### config.mk
export PLATFORM = sky130hd
export DESIGN_NAME = host_register_port
export DESIGN_NICKNAME = d
export VERILOG_FILES = /design/src/hdl/host_register_port.v /design/src/hdl/pin_sync.v
export VERILOG_INCLUDE_DIRS = /design/src /design/src/hdl
export SDC_FILE = /design/constraint.sdc
export NUM_CORES = 1
export LEC_CHECK = 0
export BUFFER_PORTS_ARGS = -buffer_cell sky130_fd_sc_hd__buf_4
export CAP_MARGIN = 25
export CORE_ASPECT_RATIO = 1.4
export CORE_UTILIZATION = 50
export CTS_BUF_LIST = sky130_fd_sc_hd__clkbuf_8 sky130_fd_sc_hd__clkbuf_16
export DETAILED_ROUTE_END_ITERATION = 8
export GPL_TIMING_DRIVEN = 0
export HOLD_SLACK_MARGIN = 0.02
export PLACE_DENSITY = 0.73
export SYNTH_ARGS = -nofsm -noshare
export SYNTH_HDL_FRONTEND = slang
export SYNTH_HIERARCHICAL = 1
export SYNTH_SLANG_ARGS = --single-unit
### constraint.sdc
create_clock -name clk -period 2.8 [get_ports clk]
set_input_delay 0.56 -clock clk [delete_from_list [all_inputs] [get_ports clk]]
set_output_delay 0.56 -clock clk [all_outputs]
set_load 0.03 [all_outputs]
### src/hdl/host_port_regs.vh
/*
 Constants for the host register port: address width, address range,
 data width, the internal access timing and reset levels.
 Assumes inclusion by a Verilog-2005 design file.
*/
`ifndef HOST_PORT_REGS_VH
`define HOST_PORT_REGS_VH

// ==========================================================
// Address and data layout
// ==========================================================
`define ADDR_WIDTH 13
`define ADDR_MSB 12
`define ADDR_LOW 13'h0000
`define ADDR_HIGH 13'h1FFF
`define DATA_WIDTH 8
`define DATA_MSB 7

// ==========================================================
// Timing (cycles of clk, the port's internal clock; host pins are asynchronous)
// ==========================================================
`define STORE_WAIT_CYCLES 2'h1
`define READ_WAIT_CYCLES 2'h1

// ==========================================================
// Reset values
// ==========================================================
`define RESET_DATA 8'h00
`define RESET_STATE 3'h0

`endif

### src/hdl/host_register_port.v
/*
 Host register port of the cell-delineation PHY: a byte-wide
 bidirectional data bus, a 13-bit register address, an open-drain
 transfer-done output and an open-drain interrupt request.
 Assumes: register storage sits outside this module behind a simple
 one-cycle store/fetch port; host pins are asynchronous and are
 synchronised here; interrupt causes arrive as a level from logic on clk.
*/
`timescale 1ns/10ps
`include "host_port_regs.vh"
module host_register_port (
   // Clock and reset
   input wire clk,
   input wire reset,
   // Host control pins
   input wire host_select_n,
   input wire bus_style_select,
   input wire host_direction,
   input wire host_address_strobe_n,
   input wire host_read_strobe_n,
   input wire host_write_strobe_n,
   input wire [`ADDR_MSB:0] host_register_address,
   // Host data bus, split into three signals
   input wire [`DATA_MSB:0] host_data_bus_in,
   output reg [`DATA_MSB:0] host_data_bus_out,
   output reg host_data_bus_oe,
   // Transfer done, open drain: only the enable moves
   output reg host_transfer_done_out,
   output reg host_transfer_done_oe,
   // Interrupt request, open drain, active low
   output reg host_irq_n_out,
   output reg host_irq_n_oe,
   // Register storage port
   output reg [`ADDR_MSB:0] reg_address,
   output reg [`DATA_MSB:0] reg_write_data,
   output reg reg_write,
   output reg reg_read,
   input wire [`DATA_MSB:0] reg_read_data,
   // Internal interrupt cause, high while service is needed
   input wire irq_pending
);

   // ==========================================================
   // Access sequencer states
   // ==========================================================
   localparam [2:0] ST_IDLE = 3'h0;
   localparam [2:0] ST_STORE = 3'h1;
   localparam [2:0] ST_FETCH = 3'h2;
   localparam [2:0] ST_DONE_WR = 3'h3;
   localparam [2:0] ST_DONE_RD = 3'h4;

   wire [`ADDR_MSB:0] s_addr;
   wire [`DATA_MSB:0] s_data;
   wire [5:0] s_ctl;
   wire s_sel_n;
   wire s_style;
   wire s_dir;
   wire s_as_n;
   wire s_rd_n;
   wire s_wr_n;
   reg [2:0] state;
   reg [2:0] next_state;
   reg [1:0] wait_count;
   reg want_write;
   reg want_read;
   reg access_active;

   // ==========================================================
   // Pin synchronisers
   // ==========================================================
   // Strobes reset to their inactive (high) level
   pin_sync #(.WIDTH(6), .INIT(6'h3F)) u_ctl_sync (
      .clk(clk),
      .reset(reset),
      .pin({host_select_n, bus_style_select, host_direction,
            host_address_strobe_n, host_read_strobe_n, host_write_strobe_n}),
      .synced(s_ctl)
   );

   pin_sync #(.WIDTH(`ADDR_WIDTH + `DATA_WIDTH)) u_bus_sync (
      .clk(clk),
      .reset(reset),
      .pin({host_register_address, host_data_bus_in}),
      .synced({s_addr, s_data})
   );

   assign s_sel_n = s_ctl[5];
   assign s_style = s_ctl[4];
   assign s_dir = s_ctl[3];
   assign s_as_n = s_ctl[2];
   assign s_rd_n = s_ctl[1];
   assign s_wr_n = s_ctl[0];

   // ==========================================================
   // Strobe decode by bus style
   // ==========================================================
   // Both SRAM strobes low at once is not a legal access; ignore it
   always @* begin
      want_write = 1'b0;
      want_read = 1'b0;
      if (!s_sel_n) begin
         if (s_style) begin
            want_write = !s_as_n && s_dir;
            want_read = !s_as_n && !s_dir;
         end else begin
            want_write = !s_wr_n && s_rd_n;
            want_read = !s_rd_n && s_wr_n;
         end
      end
      access_active = want_write || want_read;
   end

   // ==========================================================
   // Next state
   // ==========================================================
   always @* begin
      next_state = state;
      case (state)
         ST_IDLE: begin
            if (want_write) begin
               next_state = ST_STORE;
            end else if (want_read) begin
               next_state = ST_FETCH;
            end
         end
         ST_STORE: begin
            if (s_sel_n) begin
               next_state = ST_IDLE;
            end else if (wait_count == `STORE_WAIT_CYCLES) begin
               next_state = ST_DONE_WR;
            end
         end
         ST_FETCH: begin
            if (s_sel_n) begin
               next_state = ST_IDLE;
            end else if (wait_count == `READ_WAIT_CYCLES) begin
               next_state = ST_DONE_RD;
            end
         end
         ST_DONE_WR, ST_DONE_RD: begin
            // Hold done until the host ends the strobe, so each
            // access gets its own fresh done
            if (!access_active) begin
               next_state = ST_IDLE;
            end
         end
         default: begin
            next_state = ST_IDLE;
         end
      endcase
   end

   // ==========================================================
   // Sequencer and register port
   // ==========================================================
   always @(posedge clk) begin
      if (reset) begin
         state <= `RESET_STATE;
         wait_count <= 2'h0;
         reg_address <= `ADDR_LOW;
         reg_write_data <= `RESET_DATA;
         reg_write <= 1'b0;
         reg_read <= 1'b0;
      end else begin
         state <= next_state;
         reg_write <= 1'b0;
         reg_read <= 1'b0;
         if (state == ST_IDLE && access_active) begin
            // Full 13-bit address covers 0000-1FFF with no holes
            reg_address <= s_addr;
            reg_write_data <= s_data;
            reg_write <= want_write;
            reg_read <= want_read;
            wait_count <= 2'h0;
         end else if (state == ST_STORE || state == ST_FETCH) begin
            wait_count <= wait_count + 2'h1;
         end
      end
   end

   // ==========================================================
   // Pin drivers, all registered
   // ==========================================================
   always @(posedge clk) begin
      if (reset) begin
         host_data_bus_out <= `RESET_DATA;
         host_data_bus_oe <= 1'b0;
         host_transfer_done_out <= 1'b0;
         host_transfer_done_oe <= 1'b0;
         host_irq_n_out <= 1'b0;
         host_irq_n_oe <= 1'b0;
      end else begin
         // Read data is captured as the fetch completes and held
         if (state == ST_FETCH && next_state == ST_DONE_RD) begin
            host_data_bus_out <= reg_read_data;
         end
         // Drive only while returning read data and selected
         host_data_bus_oe <= !s_sel_n && (next_state == ST_DONE_RD);
         // Done goes high by release; pull-up makes the level
         host_transfer_done_out <= 1'b0;
         host_transfer_done_oe <= !s_sel_n &&
            !(next_state == ST_DONE_WR || next_state == ST_DONE_RD);
         // Interrupt ignores select; follows the cause level
         host_irq_n_out <= 1'b0;
         host_irq_n_oe <= irq_pending;
      end
   end

endmodule

### src/hdl/pin_sync.v
/*
 Two-stage synchroniser for a bundle of asynchronous pin inputs.
 Assumes one clock; the first stage is read only by the second.
*/
`timescale 1ns/10ps
module pin_sync #(
   parameter WIDTH = 1,
   parameter [WIDTH-1:0] INIT = {WIDTH{1'b0}}
) (
   // Clock and reset
   input wire clk,
   input wire reset,
   // Pin side
   input wire [WIDTH-1:0] pin,
   // Synchronised side
   output reg [WIDTH-1:0] synced
);

   reg [WIDTH-1:0] stage1;

   // ==========================================================
   // Two flip-flop chain
   // ==========================================================
   always @(posedge clk) begin
      if (reset) begin
         stage1 <= INIT;
         synced <= INIT;
      end else begin
         stage1 <= pin;
         synced <= stage1;
      end
   end

endmodule

==> metrics.csv, run 1 <==
metric,value,unit
worstSkewPairLatency,0.34,ns
synth_top_area_share,63.5,%
regToRegSetupSlack,1.16,ns
start_util,52.7,%
cts_sinks,93,
synth_area,2930,µm²
setup_violations,0,
rsz0062_at_grt,false,
globalplace.congestion,0.739,
cp-endpoint,host_transfer_done_oe,
numCtsBuffers,9,
postCtsHoldBufs,0,
post_layout_nonfiller_instances,402,
clock_skew,0.00705,ns
critical_path_required,3.03,ns
via_per_inst,4.64,
endpoint_kind,flop,
cts_tree,yes,
hold_viol,0,
r2r-start,u_ctl_sync/synced[5],
final_cell_mix,"93 x dfxtp_1, 75 x buf_4, 44 x nor2b_1",
drc,0,
place_hpwl,3.34,mm
r2r_end,host_transfer_done_oe,
switching_share,22.4,%
synth_area_leader_cell,dfxtp_1,
crit_start,u_ctl_sync/synced[5],
crit_type,flop to flop,
vias,1864,
rows,32,
postCtsSetupRepairBufs,0,
yosys_register_bits,93,
crit_fanout,9,
num_antenna_cells,0,
ys_seq_area_share,63.5,%
antenna_found_initial,0,
clk_pin_slew,0.08,ns
cts-resized-gates,0,
wl_per_cell,11.4,µm
die_y,92.6,µm
overflow,0,
dr.pass1.iters,4,
finalPower,2.26,mW
run_status,"complete, no violations",
yosysWarnings,6,
max_cap_viol_count,0,
clockBufferDepth,2,
seq_area,1860,µm²
grt_start_max_net_pins,17,
nets,368,
clkPwrFrac,34.2,%
die-width,66.7,µm
netlist_top_cells_area,"dfxtp_1 64%, nor2b_1 9.4%, a22o_1 6.3%",
fin_crit,1.64,ns
root_buffer,clkbuf_8,
irDropWorstVdd,0.441,mV
syn_to_final_growth,27.2,%
max_clock_freq,0.609,GHz
io_buffers,71,
post-route-period-util,58.6,%
comb_power_share,5.1,%
grt_pass1_vias,1719,
power_density,606,nW/µm²
drt_iter0_drc,77,
pwr-share-seq,60.6,%
final_common_cell,dfxtp_1,
drive_gt1_share,32.6,%
timing.hold.ws,0.388,ns
synth_cell_types,37,
dieArea,6180,µm²
h-tree-depth,3,
totalWireLength,4.58,mm
p_sw,507,µW
grt_pass1_wl,7.48,mm
holdCritPathClass,input pin to flop,
syn_area_per_cell,11.9,µm²
leakage,1.69,nW
antenna_left,0,
syn-instance-count,246,
core_area,5570,µm²
critPathLaunchType,flop,
final.fill_count,439,
arrival,1.87,ns
dpl.cell_count,386,
rr_worst_depth,5,
slew_violations,0,
grt_usage,16.8,%
setup_tns,0,ns
intPower,1.75,mW
io_pins,74,
multi_input_comb_area,947,µm²
[layout make-up]
| type | instances | share of cell area, % |
|---|---|---|
| buffer | 17 | 2.99 |
| clock inverter | 7 | 1.38 |
| sequential | 93 | 49.9 |
| multi-input combinational | 133 | 25.4 |
| clock buffer | 9 | 3.32 |
| inverter | 4 | 0.403 |
| tap | 68 | 2.28 |
| timing repair buffer | 71 | 14.3 |
[routing by layer]
layer  GRT usage (%)  up-vias  part of all wire [%]
met2            27.2       46                    51
met4            10.1        0                   1.5
li1                -      982                     -
met5               0        -                     0
met3            7.02        5                   6.5
met1            17.5      831                    41
[Yosys cell counts]
cell type / instances
o311a_1: 1
or3_4: 1
a21oi_1: 2
xor2_1: 2
o211a_1: 1
a32oi_1: 1
or3b_1: 1
o21ai_1: 1
nor3b_2: 1
a221oi_2: 1
nor3_2: 1
nor4_1: 1
clkbuf_2: 1
o21ba_4: 1
nand2_1: 3
nor3_1: 3
ha_1: 1
nor2_1: 14
a211o_1: 1
conb_1: 1
xnor2_1: 1
nand3b_1: 1
or2_1: 12
buf_2: 7
clkbuf_1: 2
dfxtp_1: 93
or4_1: 1
and2_1: 2
inv_1: 4
mux2i_1: 9
nor2b_1: 44
o21a_1: 1
buf_4: 4
o41ai_2: 1
a22o_1: 21
buf_6: 3
or4b_4: 1
[power by group through the flow]
stage	clock [mW]	sequential [mW]	combinational (mW)
after global routing	0.866	1.37	0.129
after global placement	0	1.40	0.116
after floorplan	0	1.40	0.0603
final	0.774	1.37	0.116
after CTS	0.803	1.37	0.119
after detailed placement	0	1.40	0.118
[critical path: stages, from the launching register on]
cell and delay [ns]:
dfxtp_1 0.31, buf_6 0.13, or4b_4 0.53, o41ai_2 0.08, a221oi_2 0.12, o311a_1 0.35
[worst min-delay path by stage]
| stage | from | endpoint | slack [ns] | cells past startpoint |
|---|---|---|---|---|
| global placement | u_ctl_sync/stage1[2] | u_ctl_sync/synced[2] | 0.39 | 1 |
| CTS | bus_style_select | u_ctl_sync/stage1[4] | 0.37 | 2 |
| floorplan | u_ctl_sync/stage1[0] | u_ctl_sync/synced[0] | 0.38 | 1 |
| detailed placement | u_ctl_sync/stage1[3] | u_ctl_sync/synced[3] | 0.39 | 1 |
| finish | bus_style_select | u_ctl_sync/stage1[4] | 0.39 | 2 |
| global route | bus_style_select | u_ctl_sync/stage1[4] | 0.37 | 2 |
[through the flow]
step | setup slack, ns | area (µm²) | utilization [%]
after global routing | 1.08 | 3730 | 67.0
after detailed placement | 1.04 | 3550 | 63.8
after global placement | 1.05 | 3550 | 63.8
final | 1.16 | 3730 | 67.0
after CTS | 1.15 | 3730 | 67.0
after floorplan | 1.26 | 2940 | -
[sequential cells by signal (all words and copies together), names as in the netlist]
register               flops
u_ctl_sync/stage1          6
host_irq_n_oe              1
reg_write                  1
reg_write_data             8
reg_address               13
u_bus_sync/synced         21
reg_read                   1
host_data_bus_oe           1
u_ctl_sync/synced          6
u_bus_sync/stage1         21
host_transfer_done_oe      1
state                      3
host_data_bus_out          8
wait_count                 2
[cells by family after synthesis]
group	Yosys count	synth area share (%)
xor+xnor	3	0.896
compound gates	32	9.94
simple gates	86	17.7
mux	9	3.07
flops	93	63.5
other cells	1	0.128
fa+ha+maj	1	0.427
buf+inv	21	4.31
No activity file was read; power rests on OpenSTA's default activity.
==> inputs of run 2 (changes only) <==
CORE_UTILIZATION = 46   (was 50)
PLACE_DENSITY = 0.7   (was 0.73)
clock period = 1.4 ns   (was 2.8 ns; I/O delays follow)
==> run 2 against run 1 <==
The run now ends with setup timing left. Critical endpoint unchanged. Via count grew 3.3%. Total power grew 100%. Sequential power is 100% higher. Critical path depth decreased by 1. Highest routed layer unchanged.
==> metrics.csv, run 2 (synthesis results as in run 1) <==
metric,value,unit
arrival,1.75,ns
r2r-start,u_ctl_sync/synced[4],
max_clock_freq,0.662,GHz
place_hpwl,3.45,mm
worstSkewPairLatency,0.35,ns
cp.buffers_inverters,0,
run_status,"finished, violations left",
overflow,0,
cts_tree,yes,
dieArea,6700,µm²
intPower,3.55,mW
post-route-period-util,108,%
start_util,47.5,%
clock_skew,0.00960,ns
antenna_found_initial,0,
switching_share,22.0,%
dr.pass1.iters,6,
critPathMaxStageDelay,0.53,ns
core_area,6170,µm²
slew_violations,0,
wl_per_cell,12.0,µm
p_sw,1.00,mW
max_cap_viol_count,0,
drive_gt1_share,38.3,%
crit_type,flop to flop,
root_buffer,clkbuf_8,
finalPower,4.55,mW
post_layout_nonfiller_instances,411,
crit_fanout,7,
min_to,u_ctl_sync/stage1[2],
hold_viol,0,
slowest_stage,or4b_4,
violations,setup timing,
drc,0,
clkPwrFrac,34.3,%
irDropWorstVdd,0.800,mV
grt_usage,15.4,%
reg_top3,"u_bus_sync/stage1 (21), u_bus_sync/synced (21), reg_address (13)",
critical_path_required,1.64,ns
syn_to_final_growth,32.5,%
regToRegSetupSlack,-0.11,ns
nets,373,
hold_start,host_address_strobe_n,
leakage,1.77,nW
die-width,69.5,µm
critPathTopFamily,simple AND/OR/NAND/NOR gates,
clk_pin_slew,0.08,ns
comb_power_share,5.4,%
cts_sinks,93,
vias,1925,
clockBufferDepth,2,
die_y,96.5,µm
rsz0062_at_grt,true,
power_density,1170,nW/µm²
grt_pass1_vias,1774,
num_antenna_cells,0,
totalWireLength,4.91,mm
pwr-share-seq,60.3,%
final_common_cell,dfxtp_1,
io_pins,74,
layout_setup_ws,-0.111,ns
grt_start_max_net_pins,16,
grt_pass1_wl,7.80,mm
drt_iter0_drc,45,
rr_worst_depth,4,
fin_crit,1.51,ns
h-tree-depth,3,
final_cell_mix,"85 x dfxtp_1, 79 x buf_4, 44 x nor2b_1",
endpoint_kind,flop,
cp_cell_sequence,or4b_4 -> o41ai_4 -> a221oi_2 -> o311a_1,
holdCritPathClass,input pin to flop,
hold_path_depth,2,
r2r_end,host_transfer_done_oe,
dpl.cell_count,390,
rows,34,
numCtsBuffers,9,
critPathLaunchType,flop,
setup_violations,31,
setup_tns,-1.79,ns
antenna_left,0,
io_buffers,71,
globalplace.congestion,0.744,
via_per_inst,4.68,
fin_util,63.0,%
## run 2: what timing repair did
action,4_1_cts,5_1_grt
gates cloned,2,0
setup buffers,4,2
setup endpoints to repair,34,37
pin swaps,4,2
resized for setup,16,9
hold buffers,0,0
## run 2: worst max-delay path by stage
stage | cells after the start | endpoint | start
after CTS | 7 | host_transfer_done_oe | wait_count[1]
after global routing | 7 | host_transfer_done_oe | wait_count[1]
after floorplan | 5 | host_transfer_done_oe | u_ctl_sync/synced[5]
final | 4 | host_transfer_done_oe | u_ctl_sync/synced[4]
after global placement | 5 | reg_address[7] | state[2]
after detailed placement | 5 | reg_address[12] | state[0]
## run 2: per-stage QoR
step,cell area [µm²],worst slack [ns],hold slack [ns]
final,3880,-0.111,0.108
after floorplan,2980,-0.0677,0.352
after CTS,3830,-0.109,0.0924
after global routing,3880,-0.176,0.0929
after detailed placement,3600,-0.161,0.390
after global placement,3600,-0.137,0.386
## run 2: power groups by stage
stage | combinational [mW] | clock [mW] | sequential, mW
floorplan | 0.123 | 0 | 2.81
global placement | 0.237 | 0 | 2.80
detailed placement | 0.240 | 0 | 2.81
CTS | 0.247 | 1.60 | 2.74
global route | 0.271 | 1.72 | 2.75
finish | 0.246 | 1.56 | 2.74
## run 2: layout make-up
class | count | area (µm²)
fillers | 521 | 2280
flip-flops and latches | 93 | 1880
multi-input cells | 133 | 1020
repair buffers | 79 | 601
clock buffers | 10 | 138
plain buffers | 14 | 104
well taps | 72 | 90.1
clock inverters | 6 | 38.8
inverters | 4 | 15.0
## run 2: per-layer routing
layer,global-route usage [%],wire [µm]
met4,10.7,101
met5,0,0
met1,15.2,1930
met2,28.9,2650
met3,3.22,224
